--- src/rtl/fifo_pkg.sv ---
// Constants and register map of the mixed-width FIFO.
// Assumes one clock for both FIFO sides and a plain register port.
// Behaviour
// - empty clears only once two 4-bit writes make one 8-bit word
// - low-fill flag clears only when complete words exceed the threshold
// - low-fill flag sets again once words drop to threshold or below
// - each 8-bit read joins the data of two consecutive 4-bit writes
// - empty holds while less than one read word is stored
// - read while empty is ignored, read error flag follows next cycle
// - empty sets after the last available word is read
// - internally synchronised reset takes two clock cycles to act
// - reset clears pointers, sets empty and low-fill, clears full flags
// - mode 2'b00, own reset input resets the side directly
// - mode 2'b01, opposite reset input resets the side directly
// - mode 2'b10, own reset ORed with synchronised opposite reset
// - mode 2'b11, synchronised opposite reset resets the side
// - write and read reset selection is set independently
// - pointers reset synchronously, behind the selection logic
// - with 2'b10 on both sides, either reset clears both pointers
// - full and high-fill flags count in write-width units

package fifo_pkg;

	// ----------------------------------------
	// Geometry
	// ----------------------------------------
	localparam int WR_WIDTH = 4;
	localparam int RD_WIDTH = 8;
	localparam int DEPTH_NIB = 32;
	localparam logic [5:0] CAP_NIB = 6'h20;

	// ----------------------------------------
	// Reset selection modes
	// ----------------------------------------
	localparam logic [1:0] MODE_OWN = 2'h0;
	localparam logic [1:0] MODE_OTHER = 2'h1;
	localparam logic [1:0] MODE_OWN_OR_SYNC = 2'h2;
	localparam logic [1:0] MODE_SYNC_OTHER = 2'h3;

	// ----------------------------------------
	// Register map (byte addresses)
	// ----------------------------------------
	localparam logic [7:0] ADDR_CTRL = 8'h00;
	localparam logic [7:0] ADDR_THRESH = 8'h04;
	localparam logic [7:0] ADDR_STATUS = 8'h08;

	// CTRL fields
	localparam int CTRL_WR_MODE_LSB = 0;
	localparam int CTRL_RD_MODE_LSB = 2;
	localparam logic [1:0] WR_MODE_RST = 2'h3;
	localparam logic [1:0] RD_MODE_RST = 2'h3;

	// THRESH fields
	localparam int THR_AEMPTY_LSB = 0;
	localparam int THR_AFULL_LSB = 8;
	localparam logic [4:0] AEMPTY_THR_RST = 5'h03;
	localparam logic [5:0] AFULL_THR_RST = 6'h03;

	// STATUS fields
	localparam int ST_EMPTY_BIT = 0;
	localparam int ST_AEMPTY_BIT = 1;
	localparam int ST_FULL_BIT = 2;
	localparam int ST_AFULL_BIT = 3;
	localparam int ST_RD_ERR_BIT = 4;
	localparam int ST_WR_ERR_BIT = 5;
	localparam int ST_FILL_LSB = 8;

endpackage : fifo_pkg

--- src/rtl/rst_sel_if.sv ---
// Interface between the FIFO core and one reset selector.
// Assumes all signals belong to the single FIFO clock.
`timescale 1ns/1ps

interface rst_sel_if;
	logic own_rst;
	logic other_rst;
	logic [1:0] mode;
	logic ptr_rst;

	modport sel (
		input own_rst,
		input other_rst,
		input mode,
		output ptr_rst
	);

	modport core (
		output own_rst,
		output other_rst,
		output mode,
		input ptr_rst
	);
endinterface : rst_sel_if

--- src/rtl/mixed_fifo.sv ---
// Mixed-width FIFO, 4-bit writes and 8-bit reads, with per-side pointer
// reset selection and fill flags.
// Assumes one clock for both sides and synchronous user inputs.
//
// Decided for this implementation: the strobed register port and the register addresses.
`timescale 1ns/1ps

module mixed_fifo
	import fifo_pkg::*;
(
	// Clock and reset
	input wire logic i_clk,
	input wire logic i_nrst,
	// Register port
	input wire logic [7:0] i_addr,
	input wire logic [31:0] i_wdata,
	input wire logic i_wr,
	input wire logic i_rd,
	output logic [31:0] o_rdata,
	// Side resets
	input wire logic i_wr_rst,
	input wire logic i_rd_rst,
	// Write side
	input wire logic i_wr_en,
	input wire logic [WR_WIDTH-1:0] i_wr_data,
	output logic o_full,
	output logic o_almost_full,
	output logic o_wr_err,
	// Read side
	input wire logic i_rd_en,
	output logic [RD_WIDTH-1:0] o_rd_data,
	output logic o_empty,
	output logic o_almost_empty,
	output logic o_rd_err
);

	typedef struct packed {
		logic [DEPTH_NIB-1:0][WR_WIDTH-1:0] mem;
		logic [5:0] wptr;
		logic [4:0] rptr;
		logic [RD_WIDTH-1:0] rd_data;
		logic rd_err;
		logic wr_err;
		logic [1:0] wr_mode;
		logic [1:0] rd_mode;
		logic [4:0] aempty_thr;
		logic [5:0] afull_thr;
		logic [31:0] rdata;
	} fifo_state_s;

	fifo_state_s state;
	fifo_state_s next_state;

	// Stored nibbles, write pointer minus twice the read pointer
	function automatic logic [5:0] fill_nib(input logic [5:0] w, input logic [4:0] r);
		fill_nib = w - {r, 1'b0};
	endfunction : fill_nib

	// ----------------------------------------
	// Reset selection per side
	// ----------------------------------------
	rst_sel_if wr_sel ();
	rst_sel_if rd_sel ();

	assign wr_sel.own_rst = i_wr_rst;
	assign wr_sel.other_rst = i_rd_rst;
	assign wr_sel.mode = state.wr_mode;
	assign rd_sel.own_rst = i_rd_rst;
	assign rd_sel.other_rst = i_wr_rst;
	assign rd_sel.mode = state.rd_mode;

	rst_select u_wr_sel (
		.i_clk(i_clk),
		.i_nrst(i_nrst),
		.sel(wr_sel.sel)
	);

	rst_select u_rd_sel (
		.i_clk(i_clk),
		.i_nrst(i_nrst),
		.sel(rd_sel.sel)
	);

	// ----------------------------------------
	// Flags
	// ----------------------------------------
	logic [5:0] fill;
	logic [4:0] words;
	logic [5:0] free;

	always_comb
	begin
		fill = fill_nib(state.wptr, state.rptr);
		words = fill[5:1];
		free = CAP_NIB - fill;
		o_empty = (words == 5'h00);
		o_almost_empty = (words <= state.aempty_thr);
		o_full = (free == 6'h00);
		o_almost_full = (free <= state.afull_thr);
	end

	// ----------------------------------------
	// Next state
	// ----------------------------------------
	always_comb
	begin
		next_state = state;
		next_state.rd_err = 1'b0;
		next_state.wr_err = 1'b0;
		next_state.rdata = 32'h0;

		// Write side
		if (wr_sel.ptr_rst)
			next_state.wptr = 6'h00;
		else if (i_wr_en)
		begin
			if (o_full)
				next_state.wr_err = 1'b1;
			else
			begin
				next_state.mem[state.wptr[4:0]] = i_wr_data;
				next_state.wptr = state.wptr + 6'h01;
			end
		end

		// Read side
		if (rd_sel.ptr_rst)
			next_state.rptr = 5'h00;
		else if (i_rd_en)
		begin
			if (o_empty)
				next_state.rd_err = 1'b1;
			else
			begin
				next_state.rd_data = {state.mem[{state.rptr[3:0], 1'b1}],
					state.mem[{state.rptr[3:0], 1'b0}]};
				next_state.rptr = state.rptr + 5'h01;
			end
		end

		// Register writes
		if (i_wr)
		begin
			case (i_addr)
				ADDR_CTRL:
				begin
					next_state.wr_mode = i_wdata[CTRL_WR_MODE_LSB +: 2];
					next_state.rd_mode = i_wdata[CTRL_RD_MODE_LSB +: 2];
				end
				ADDR_THRESH:
				begin
					next_state.aempty_thr = i_wdata[THR_AEMPTY_LSB +: 5];
					next_state.afull_thr = i_wdata[THR_AFULL_LSB +: 6];
				end
				default: ;
			endcase
		end

		// Register reads, data in the following cycle
		if (i_rd)
		begin
			case (i_addr)
				ADDR_CTRL:
				begin
					next_state.rdata[CTRL_WR_MODE_LSB +: 2] = state.wr_mode;
					next_state.rdata[CTRL_RD_MODE_LSB +: 2] = state.rd_mode;
				end
				ADDR_THRESH:
				begin
					next_state.rdata[THR_AEMPTY_LSB +: 5] = state.aempty_thr;
					next_state.rdata[THR_AFULL_LSB +: 6] = state.afull_thr;
				end
				ADDR_STATUS:
				begin
					next_state.rdata[ST_EMPTY_BIT] = o_empty;
					next_state.rdata[ST_AEMPTY_BIT] = o_almost_empty;
					next_state.rdata[ST_FULL_BIT] = o_full;
					next_state.rdata[ST_AFULL_BIT] = o_almost_full;
					next_state.rdata[ST_RD_ERR_BIT] = state.rd_err;
					next_state.rdata[ST_WR_ERR_BIT] = state.wr_err;
					next_state.rdata[ST_FILL_LSB +: 6] = fill;
				end
				default: ;
			endcase
		end
	end

	// ----------------------------------------
	// State register
	// ----------------------------------------
	always_ff @(posedge i_clk or negedge i_nrst)
	begin
		if (!i_nrst)
		begin
			state <= '0;
			state.wr_mode <= WR_MODE_RST;
			state.rd_mode <= RD_MODE_RST;
			state.aempty_thr <= AEMPTY_THR_RST;
			state.afull_thr <= AFULL_THR_RST;
		end
		else
			state <= next_state;
	end

	// ----------------------------------------
	// Outputs
	// ----------------------------------------
	assign o_rd_data = state.rd_data;
	assign o_rd_err = state.rd_err;
	assign o_wr_err = state.wr_err;
	assign o_rdata = state.rdata;

endmodule : mixed_fifo

--- src/rtl/rst_select.sv ---
// Pointer reset selector for one FIFO side.
// Assumes reset inputs are levels synchronous to i_clk.
`timescale 1ns/1ps

module rst_select
	import fifo_pkg::*;
(
	// Clock and reset
	input wire logic i_clk,
	input wire logic i_nrst,
	// Selection
	rst_sel_if.sel sel
);

	typedef struct packed {
		logic sync1;
		logic sync2;
	} sel_state_s;

	sel_state_s state;
	sel_state_s next_state;

	// ----------------------------------------
	// Two-stage synchroniser and mux
	// ----------------------------------------
	always_comb
	begin
		next_state = state;
		next_state.sync1 = sel.other_rst;
		next_state.sync2 = state.sync1;
		case (sel.mode)
			MODE_OWN: sel.ptr_rst = sel.own_rst;
			MODE_OTHER: sel.ptr_rst = sel.other_rst;
			MODE_OWN_OR_SYNC: sel.ptr_rst = sel.own_rst | state.sync2;
			MODE_SYNC_OTHER: sel.ptr_rst = state.sync2;
			default: sel.ptr_rst = state.sync2;
		endcase
	end

	always_ff @(posedge i_clk or negedge i_nrst)
	begin
		if (!i_nrst)
			state <= '0;
		else
			state <= next_state;
	end

endmodule : rst_select

--- config.mk ---
export PLATFORM = sky130hd
export DESIGN_NAME = mixed_fifo
export DESIGN_NICKNAME = d
export VERILOG_FILES = /design/src/rtl/fifo_pkg.sv /design/src/rtl/rst_sel_if.sv /design/src/rtl/mixed_fifo.sv /design/src/rtl/rst_select.sv
export SDC_FILE = /design/constraint.sdc
export NUM_CORES = 1
export LEC_CHECK = 0
export ABC_AREA = 1
export BUFFER_PORTS_ARGS = -buffer_cell sky130_fd_sc_hd__clkbuf_2
export CORE_ASPECT_RATIO = 0.8
export CORE_MARGIN = 2
export CORE_UTILIZATION = 35
export DETAILED_ROUTE_END_ITERATION = 12
export GPL_TIMING_DRIVEN = 1
export PLACE_DENSITY = 0.55
export SETUP_SLACK_MARGIN = 0.05
export SLEW_MARGIN = 20
export SYNTH_ARGS = -nofsm -noshare
export SYNTH_HDL_FRONTEND = slang
export SYNTH_SLANG_ARGS = --single-unit
--- constraint.sdc ---
create_clock -name i_clk -period 4.51 [get_ports i_clk]
set_clock_uncertainty 0.1 [all_clocks]
set_input_delay 0.902 -clock i_clk [delete_from_list [all_inputs] [get_ports i_clk]]
set_output_delay 0.902 -clock i_clk [all_outputs]
set_load 0.1 [all_outputs]
Word level (Yosys, flattened, before mapping). Index checks and enable logic that the tools add are counted. W data, S select, Z words.

Logic and storage cells: 112. Output and inout bits: 46. Bits in registers: 180. Input port bits: 52.

Bitwise gates (word level): 6. $add $sub $neg: 4. Multiplexer cells: 26. $lt $le $gt $ge: 6. Reduce and logical (&&, ||, !) cells: 14. Equal/unequal tests: 10.

Operator list (number): $bwmux W128 (1); $bmux W4 S4 (2); $mux W6 (5); $demux W4 S5 (1); $lt A5 B6 Y1 const B (3); $mux W14 (1); $mux W13 (1); $mux W4 (3); $pmux W4 S3 (1); $pmux W6 S2 (1); $eq A2 B2 Y1 const B (4); $eq A8 B3 Y1 const B (1); $eq A8 B4 Y1 const B (1); $logic_not A8 Y1 (1); $pmux W1 S4 (2); $reduce_and A2 Y1 (4); $add A6 B1 Y6 const B (1); $le A6 B6 Y1 (1); $logic_not A6 Y1 (1); $mux W1 (6); $reduce_and A3 Y1 (2); $sub A6 B6 Y6 (1); $sub A6 B6 Y6 const A (1); $add A5 B1 Y5 const B (1); other kinds (12) (20).

Depth between registers and ports, before layout. Gate-level depths: netlist (run 1).

Depth after elaboration: 6. Mapped depth: 19. Depth with buffers taken out: 17.

Hierarchy. From an unflattened synthesis (run 1), not the netlist that was laid out.

Cells, all modules: 1272. Area total of the unflattened synthesis: 9863.2 sq um.

By module, submodules not included: mixed_fifo (cells each 1256, times used 1, sequential area each 4414.2 sq um, area an instance 9713.1 sq um); rst_select (cells each 8, times used 2, sequential area each 50.0 sq um, area an instance 75.1 sq um).

Worst setup path after synthesis (run 1). OpenSTA, ideal clock, no wires.

Path kind: flip-flop to output port. Start: register state[59] (netlist bit). End: output port o_almost_empty. Arrival: 4.184 ns. Stages on the path, launching flop included: 11. Required time: 3.508 ns. Buffers on the path: 1. Slack: -0.676 ns. Path through: dfrtp_1 clkinv_1 clkbuf_1 ha_1 a21oi_1 nand3_1 nand2_1 inv_1 ha_1 nand4_1 o21ai_0.

Cells in the longest elaborated chain, start to end: 2.

Ends and longest elaborated chain: from (decl) (line mixed_fifo.sv:51) `fifo_state_s state;`; from (signal assigned) (line mixed_fifo.sv:202) `state <= next_state;`; $sub A6 B6 Y6 (line mixed_fifo.sv:56) `fill_nib = w - {r, 1'b0};`; $le A5 B5 Y1 (line mixed_fifo.sv:97) `o_almost_empty = (words <= state.aempty_thr);`; to (decl) (line mixed_fifo.sv:33) `output logic o_almost_empty,`.

No other way between the ends.

Final worst setup path (run 1).
Start: register state[63] (netlist bit). End: output port o_almost_full.

Cells in the longest elaborated chain, start to end: 3.

Ends and longest elaborated chain: $sub A6 B6 Y6 (line mixed_fifo.sv:56); $sub A6 B6 Y6 (line mixed_fifo.sv:95) `free = CAP_NIB - fill;`; $le A6 B6 Y1 (line mixed_fifo.sv:99) `o_almost_full = (free <= state.afull_thr);`; to (decl) (line mixed_fifo.sv:27) `output logic o_almost_full,`.

No other way between the ends.

==> results of run 1 <==
[cell type report]
class / instances / area [um2]
sequential: 180 / 4518
inverter: 61 / 229.0
clock inverter: 12 / 132.6
timing repair buffer: 74 / 504.2
tap: 364 / 455.4
multi-input combinational: 932 / 4522
fill: 2845 / 16700
clock buffer: 20 / 436.7
[kinds of logic (layout without fill, tap and decap cells)]
kind of cell,after synthesis,after routing,share of synthesized area [%]
xor+xnor,7,7,0.6206
compound gates,105,105,6.269
mux,1,1,0.1140
flops,180,180,45.69
fa+ha+maj,22,22,2.862
other cells,1,20,0.03796
simple gates,777,777,34.90
buf+inv,175,167,9.499
[per-layer routing]
metal,track usage (%),vias up,wire (um)
met2,26.63,270,11770
met4,5.788,0,488
li1,-,4227,-
met1,31.55,4216,14490
met5,0,-,0
met3,3.721,29,1828
[registers in the layout, summed over array words and instances, names as in the netlist, 2 cells and up]
name	cells
o_rd_data	8
state	150
rd_sel.mode	2
wr_sel.mode	2
o_rdata	12
[placed cells by master, fill, tap and decap left out, types with 6 or more instances in the layout]
cell / n
nand2_1: 420
dfrtp_1: 169
nand4_1: 140
nor2_1: 103
nand3_1: 97
inv_1: 56
clkbuf_2: 52
o21ai_0: 47
a21oi_1: 20
ha_1: 20
conb_1: 20
clkbuf_16: 17
buf_4: 15
o211ai_1: 9
a31oi_1: 8
dfstp_2: 8
o221ai_1: 7
buf_12: 6
[worst max-delay path by stage]
stage                         start             end  slack, ps  depth (start not counted)
after floorplan           state[59]  o_almost_empty         90                         10
after global placement    state[64]   o_almost_full        500                         12
after detailed placement  state[64]   o_almost_full        460                         12
after CTS                 state[63]   o_almost_full         80                         13
after global routing      state[63]   o_almost_full         80                         13
final                     state[63]   o_almost_full        240                         13
[critical path, cell delays in order, from the launching register on]
cell      delay, ps
dfrtp_1         430
inv_2            80
ha_2            200
fa_2            580
nand3_1         150
nor2_4          160
nand3_1          90
nand2_2         130
inv_1            50
ha_1            300
nand4_1         130
nand3b_1        200
nand2_2         140
buf_12          190
[power by group]
| part | switching, mW | internal, mW | total [mW] |
|---|---|---|---|
| registers | 0.0981 | 1.75 | 1.85 |
| clock network | 0.674 | 0.820 | 1.49 |
| logic | 1.85 | 0.578 | 2.43 |
| total | 2.62 | 3.15 | 5.78 |
[what timing repair did]
action	CTS	global route
hold buffers	0	0
pin swaps	0	3
endpoints found under the setup margin	1	1
gates resized for setup	2	6
setup buffers	0	2
[metrics by stage]
step                      total power, mW  worst slack [ps]  util [%]
after floorplan                     3.803             94.30         -
after global placement              4.244             504.4     37.07
after detailed placement            4.266             458.8     37.07
after CTS                           5.766             75.06     39.16
after global routing                6.120             76.31     39.27
final                               5.776             238.9     39.27
==> flow_summary.ini, run 1 <==
[placement]
dp_cells = 1609
place.gp.congestion = 0.8298
place_area_um2 = 10190
numPortBuffers = 56
dp_hpwl_um = 18360

[logic_synthesis]
ys_ff_latch = 180
synth_edf_count = 0
synthCells = 1268
synth_top_area_share_pct = 43.57
avgSynthCellArea_um2 = 7.791
yosys_warnings = 0
yosysMostFrequentCell = nand2_1
netlist_top_cells_count = nand2_1 (422), dfrtp_1 (172), nand4_1 (140)
ys_types = 38
ys_seq_area_share_pct = 45.69
ys_async_sr_fraction_pct = 100.0
yosys.area.top_type = dfrtp_1
synthTopCellsByArea = dfrtp_1 (44%), nand2_1 (16%), nand4_1 (8.9%)
syn-cell-area_um2 = 9879
synthFlopType = dfrtp_1

[routing]
wl_per_cell_um = 17.39
ant_nets = 0
vias = 8742
drt_iter0_markers = 938
wl_um = 28580
dr.pass1.iters = 6
routed_via_density = 5.321
drc = 0

[pwr]
ir_drop_uv = 443.4
leakagePower_nw = 5.395
p_per_area_nw_per_um2 = 534.9

[setup_path]
arrival_ps = 3270
critPathRequiredTime_ps = 3510
reg2reg_slack_ps = 1230
crit_type = reg2out
reg2reg_depth = 13
crit_fanout = 5
r2r_end = state[166]
crit_path_start_kind = flip-flop
rr_startpoint = state[63]
end_kind = output port

[global_route]
grt_pass1_vias = 8012
grt-ovfl-total = 0
grt_pass1_wl_um = 45800
grt_max_degree = 169
antenna_found_initial = 0
track_usage_pct = 19.83

[run_status]
status = completed

[cells_and_area]
layout.nets = 1340
final_cells = 1643
area_growth_pct = 9.296
final_area_um2 = 10800
antenna_cells = 0
drive_gt1_share_pct = 10.32

[clock_tree]
cts_tree = done
clkSlewWorstSetupHoldPaths_ps = 70
clockBufferDepth = 2
htreeDepth = 4
cts_root_buffer = clkbuf_16
cts.sinks = 180
clk_latency_ps = 440
cts_inserted_buffers = 17

[run]
drv_cap = 0

[floorplanning]
die_w_um = 191.8
fp-row-count = 54
die_area_um2 = 29600
core_area_um2 = 27500
ioPinCount = 98
fp.dieH_um = 154.3
start_util_pct = 35.93

[sta]
final-hold-violation-count = 0
finalSetupViolations = 0
rsz0062_at_grt = false
post-route-period-util_pct = 94.70
relSlewSlack_pct = 27.85
whs_ps = 250.5
post-route-min-period_ps = 4271
report.final.slew_viol_count = 0
fin_setup_tns_ps = 0
fmax_ghz = 0.2341
tightest_slew_ps = 1082

[hold_path]
hp-start = u_rd_sel.next_state[0]
min_path_type = reg2reg
min_path_cells = 0
holdPathEnd = u_rd_sel.state[0]
Note: power is estimated with default switching activity, not from simulation.
==> run 2, diff against run 1 <==
--- a/config.mk
+++ b/config.mk
@@ -18,3 +18,4 @@
 export SYNTH_ARGS = -nofsm -noshare
 export SYNTH_HDL_FRONTEND = slang
+export SYNTH_HIERARCHICAL = 1
 export SYNTH_SLANG_ARGS = --single-unit
==> constraint.sdc (replaced) <==
create_clock -name i_clk -period 4.51 [get_ports i_clk]
set_clock_uncertainty 0.1 [all_clocks]
set_input_delay 0.6765 -clock i_clk [delete_from_list [all_inputs] [get_ports i_clk]]
set_output_delay 0.6765 -clock i_clk [all_outputs]
set_load 0.1 [all_outputs]
==> run 2 against run 1 <==
Against the previous run: clock-buffer cell count increased by 1; critical path type unchanged; sequential cell count unchanged; clock power about the same.
==> flow_summary.ini, run 2 <==
[global_route]
antenna_found_initial = 0
track_usage_pct = 19.50
grt-ovfl-total = 0
grt_pass1_vias = 8078
grt_max_degree = 108
grt_pass1_wl_um = 45280

[cells_and_area]
area_growth_pct = 9.844
layout.nets = 1344
largest-register = state
antenna_cells = 0
drive_gt1_share_pct = 10.37
fillers = 2824
final_cells = 1647
largest_reg_flops = 150
final_common_cell = nand2_1
layout_common_cells = nand2_1 (375), dfrtp_1 (171), nor2_1 (136), nand4_1 (133), nand3_1 (81)

[setup_path]
timing.critical_path.from = state[63]
rr_startpoint = state[63]
path_delay_family = adder cells
cp.depth = 17
path_common_cell = inv_1
crit_type = reg2out
critPathMaxStageDelay_ps = 620
crit_buf_inv = 5
arrival_ps = 3480
crit_end = o_almost_full
r2r_end = state[191]
crit_fanout = 5
reg2reg_slack_ps = 1180
crit_path_start_kind = flip-flop
critPathRequiredTime_ps = 3730
slowest_stage = fa_2
end_kind = output port
worstPathCellList = inv_1, ha_1, fa_2, nand2_1, inv_2, nand2_2, nor2_4, nand3_1, nand2_2, inv_1, ha_1, nand2_1, nor2_1, o21ai_0, inv_1, o21ai_2, buf_12
reg2reg_depth = 15

[routing]
wl_per_cell_um = 17.08
vias = 8727
dr.pass1.iters = 5
routed_via_density = 5.299
ant_nets = 0
wl_um = 28140
drt_iter0_markers = 704
drc = 0

[floorplanning]
die_area_um2 = 29550
die_w_um = 191.7
core_area_um2 = 27500
start_util_pct = 35.87
fp-row-count = 54
ioPinCount = 98
fp.dieH_um = 154.2

[sta]
finalSetupViolations = 0
whs_ps = 250.8
post-route-period-util_pct = 94.40
fin_setup_tns_ps = 0
post-route-min-period_ps = 4258
report.final.slew_viol_count = 0
relSlewSlack_pct = 30.37
fmax_ghz = 0.2349
final-hold-violation-count = 0
rsz0062_at_grt = false
tightest_slew_ps = 1044

[placement]
numPortBuffers = 56
dp_hpwl_um = 18190
dp_cells = 1615
place.gp.congestion = 0.8599

[logic_synthesis]
ys_async_sr_fraction_pct = 100.0
yosys.area.top_type = dfrtp_1
yosysMostFrequentCell = nand2_1
yosys_warnings = 6
synthCells = 1272
synthFlopType = dfrtp_1
ys_seq_area_share_pct = 45.77
synth_edf_count = 0
ys_ff_latch = 180
ys_types = 38
avgSynthCellArea_um2 = 7.754
synth_top_area_share_pct = 43.64
netlist_top_cells_count = nand2_1 (375), dfrtp_1 (172), nor2_1 (137)
synthTopCellsByArea = dfrtp_1 (44%), nand2_1 (14%), nand4_1 (8.4%)
syn-cell-area_um2 = 9863

[clock_tree]
cts_tree = done
clk_latency_ps = 440
clockBufferDepth = 2
clkSlewWorstSetupHoldPaths_ps = 70
cts_root_buffer = clkbuf_16
cts.sinks = 180
htreeDepth = 4
cts_inserted_buffers = 17

[pwr]
ir_drop_uv = 495.0
swShare_pct = 45.13
internal_power_mw = 3.281
p_sw_mw = 2.699
power_frac_clock_pct = 25.1
leakagePower_nw = 5.545
p_comb_share_pct = 44.3
pwr-share-seq_pct = 30.6
p_per_area_nw_per_um2 = 552.0

[run_status]
status = completed

[hold_path]
min_path_type = reg2reg

[run]
drv_cap = 0
==> run 2: through the flow <==
stage	power [mW]	cell area [um2]	util, %	setup slack (ps)
detailed placement	4.484	10250	37.26	656.0
global placement	4.477	10250	37.26	686.6
CTS	5.991	10830	39.37	170.6
floorplan	3.880	9935	-	7.720
global route	6.337	10830	39.40	74.88
finish	5.981	10830	39.40	252.5
==> run 2: worst min path at each step <==
stage / start / to / slack, ps / depth (start not counted)
2_1_floorplan: u_rd_sel/next_state[0] / u_rd_sel/state[0] / 230 / 0
3_3_place_gp: u_wr_sel/next_state[0] / u_wr_sel/state[0] / 230 / 0
3_5_place_dp: u_rd_sel/next_state[0] / u_rd_sel/state[0] / 240 / 0
4_1_cts: u_rd_sel/next_state[0] / u_rd_sel/state[0] / 250 / 0
5_1_grt: u_rd_sel/next_state[0] / u_rd_sel/state[0] / 260 / 0
6_report: u_rd_sel/next_state[0] / u_rd_sel/state[0] / 250 / 0
==> run 2: timing repair <==
item,in CTS,in global routing
setup buffers,0,0
hold buffers,0,0
endpoints found under the hold margin,0,0
setup endpoints to repair,0,1
resized for setup,0,2
==> run 2: per-layer routing <==
| layer | vias up | track usage (%) | part of all wire [%] |
|---|---|---|---|
| met1 | 4200 | 29.63 | 50 |
| met5 | - | 0 | 0 |
| met4 | 0 | 5.311 | 1.5 |
| met2 | 275 | 27.61 | 42 |
| li1 | 4222 | - | - |
| met3 | 30 | 4.177 | 6.5 |
==> run 2: cells by family (layout without fill, tap and decap cells) <==
group	count (synthesis)	count (layout)	share of synthesized area, %
muxes	1	1	0.1142
buffers and inverters	181	173	9.565
xor gates and xnor gates	3	3	0.2664
AOI/OAI and AO/OA	145	145	8.347
adders and majority gates	22	22	2.867
and+or+nand+nor	739	739	33.03
other	1	20	0.03802
DFF	180	180	45.77
==> run 2: final cells by class <==
cell class	instances	area [um2]	share of cell area (%)
Inverter	65	244.0	2.252
Tap cell	364	455.4	4.204
Multi-Input combinational cell	930	4491	41.45
Sequential cell	180	4516	41.68
Timing Repair Buffer	76	549.3	5.070
Clock buffer	21	450.4	4.158
Clock inverter	11	128.9	1.190
==> run 2: power groups by stage <==
stage / Combinational, mW / Sequential, mW / Clock, mW
global route: 2.88 / 1.84 / 1.62
finish: 2.65 / 1.83 / 1.50
detailed placement: 2.63 / 1.86 / 0
CTS: 2.63 / 1.83 / 1.54
global placement: 2.62 / 1.86 / 0
floorplan: 2.01 / 1.87 / 0
==> run 2: worst register-to-register path, stage by stage, from the launching register on <==
cell and delay, ps:
dfrtp_1 420, inv_1 100, ha_1 230, fa_2 620
nand2_1 90, inv_2 80, nand2_2 70, nor2_4 140
nand3_1 80, nand2_1 70, nand2_2 80, nand2_4 320
buf_12 360, nand3_1 280, nand2_1 110, nand2_1 60
==> run 3, diff against run 2 <==
- ABC_AREA: 1 -> not set
- PLACE_DENSITY: 0.55 -> not set
- PLACE_DENSITY_LB_ADDON: not set -> 0.1
==> run 3 against run 2 <==
Against the previous run: sequential share of layout area up 2.0 points; final cell count down 34%; synthesized area down 6.8%; setup slack worse by 36 ps; sequential power about the same; largest cell class unchanged.
==> flow_summary.ini, run 3 <==
[run_status]
status = completed

[cells_and_area]
antenna_cells = 0
final_common_cell = dfrtp_1
final_cells = 1082
largest-register = state
layout_common_cells = dfrtp_1 (170), mux2_1 (141), clkbuf_2 (52), mux4_2 (40), nand2_1 (33)
area_growth_pct = 12.63
fin_util_pct = 39.72
largest_reg_flops = 150
drive_gt1_share_pct = 28.55
fillers = 2490
layout.nets = 786

[routing]
ant_nets = 0
wl_per_cell_um = 19.47
drt_iter0_markers = 235
drc = 0
vias = 5350
wl_um = 21060
dr.pass1.iters = 4
routed_via_density = 4.945

[global_route]
grt-ovfl-total = 0
antenna_found_initial = 1
grt_max_degree = 93
track_usage_pct = 16.22
grt_pass1_wl_um = 33350
grt_pass1_vias = 5625

[pwr]
p_per_area_nw_per_um2 = 565.9
ir_drop_uv = 456.0
leakagePower_nw = 4.953

[logic_synthesis]
ys_ff_latch = 180
synthFlopType = dfrtp_1
yosys.area_share.adder_pct = 3.077
avgSynthCellArea_um2 = 13.68
synth_compound_area_share_pct = 3.417
ys_async_sr_fraction_pct = 100.0
synthCells = 672
synth-simple-area-share_pct = 8.154
synthMuxAreaShare_pct = 28.89
netlist_top_cells_count = dfrtp_1 (172), mux2_1 (141), buf_4 (40), mux4_2 (40), nand2_1 (33)
yosys.area.top_type = dfrtp_1
ys_types = 56
syn-cell-area_um2 = 9191
synth_top_area_share_pct = 46.83
synth_top_family_by_area = multiplexers
synthTopCellsByArea = dfrtp_1 (47%), mux2_1 (17%), mux4_2 (9.8%)
yosysMostFrequentCell = dfrtp_1
ys_seq_area_share_pct = 49.12
synth_edf_count = 0
synth_xor_area_share_pct = 1.389
yosys_warnings = 6

[sta]
post-route-min-period_ps = 4294
post-route-period-util_pct = 95.21
tightest_slew_ps = 908.6
report.final.slew_viol_count = 0
fin_setup_tns_ps = 0
whs_ps = 219.4
rsz0062_at_grt = false
finalSetupViolations = 0
fmax_ghz = 0.2329
relSlewSlack_pct = 39.43
final-hold-violation-count = 0

[floorplanning]
start_util_pct = 35.27
ioPinCount = 98
fp-row-count = 53
fp.dieH_um = 148.9
die_w_um = 185.2
core_area_um2 = 26060
die_area_um2 = 27580

[placement]
numPortBuffers = 56
dp_cells = 1042
place.gp.congestion = 0.7976
dp_hpwl_um = 15080

[run]
drv_cap = 0

[clock_tree]
cts_tree = done
cts_root_buffer = clkbuf_16
cts_inserted_buffers = 17
clk_latency_ps = 430
htreeDepth = 4
cts.sinks = 180
clockBufferDepth = 2
clkSlewWorstSetupHoldPaths_ps = 60

[setup_path]
arrival_ps = 3520
critPathRequiredTime_ps = 3730
crit_type = reg2out
reg2reg_slack_ps = 940
crit_path_start_kind = flip-flop
end_kind = output port
crit_fanout = 5

[hold_path]
min_path_type = in2async
==> run 3: cells by family after synthesis <==
group,count (synthesis)
compound gates,43
xor+xnor,12
fa+ha+maj,22
buf+inv,98
flops,180
mux,195
other cells,1
simple gates,121
==> run 3: stage by stage <==
| step | setup WS, ps | instance area (um2) | total power [mW] |
|---|---|---|---|
| detailed placement | 318.8 | 9676 | 4.222 |
| CTS | 53.91 | 10310 | 5.821 |
| floorplan | -101.3 | 9273 | 3.656 |
| global route | 33.67 | 10350 | 6.167 |
| global placement | 364.1 | 9676 | 4.192 |
| finish | 216.1 | 10350 | 5.858 |
==> run 3: cell type report <==
class	instances	area (um2)	area share (%)
sequential	180	4517	43.63
clock buffer	24	471.7	4.556
tap	357	446.7	4.315
timing repair buffer	72	451.7	4.363
inverter	28	107.6	1.039
multi-input combinational	413	4233	40.89
clock inverter	8	125.1	1.209
==> run 3: what timing repair did <==
item / in CTS / in global routing
endpoints found under the hold margin: 0 / 0
pin swaps: 3 / 3
setup buffers: 4 / 4
hold buffers: 0 / 0
resized for setup: 2 / 5
setup endpoints to repair: 1 / 1
==> run 3: per-layer routing <==
layer	share of wire (%)	track usage (%)
met2	44	23.63
met1	50	24.30
met4	1.1	4.325
met5	0	0
met3	4.2	3.613
==> run 3: path summary, 6_finish.rpt <==
check | start | to | cells past startpoint
setup / recovery | state[63] | o_almost_full | 13
hold / removal | i_nrst | state[114] | 1
setup reg to reg | state[63] | o_rdata[3] | 16
hold reg to reg | u_rd_sel/next_state[0] | u_rd_sel/state[0] | 0
max in group asynchronous | i_nrst | state[140] | 2
min in group i_clk | u_rd_sel/next_state[0] | u_rd_sel/state[0] | 0
==> run 3: report_power, final <==
group          leakage [nW]  switching [mW]  total [mW]  internal (mW)
Combinational          2.23            1.63        2.52          0.893
Clock                 0.288           0.611        1.51          0.902
Sequential             2.43          0.0743        1.82           1.75
==> run 3: worst max-delay path, stage by stage (launching register included) <==
cell and delay [ps]:
dfrtp_1 350, inv_1 90, ha_2 200, fa_2 410, xor2_2 180, inv_2 90, or4_4 500, mux2i_4 170
xnor2_1 90, ha_1 350, a21oi_2 150, o21ai_1 100, o21ai_2 200, buf_12 210
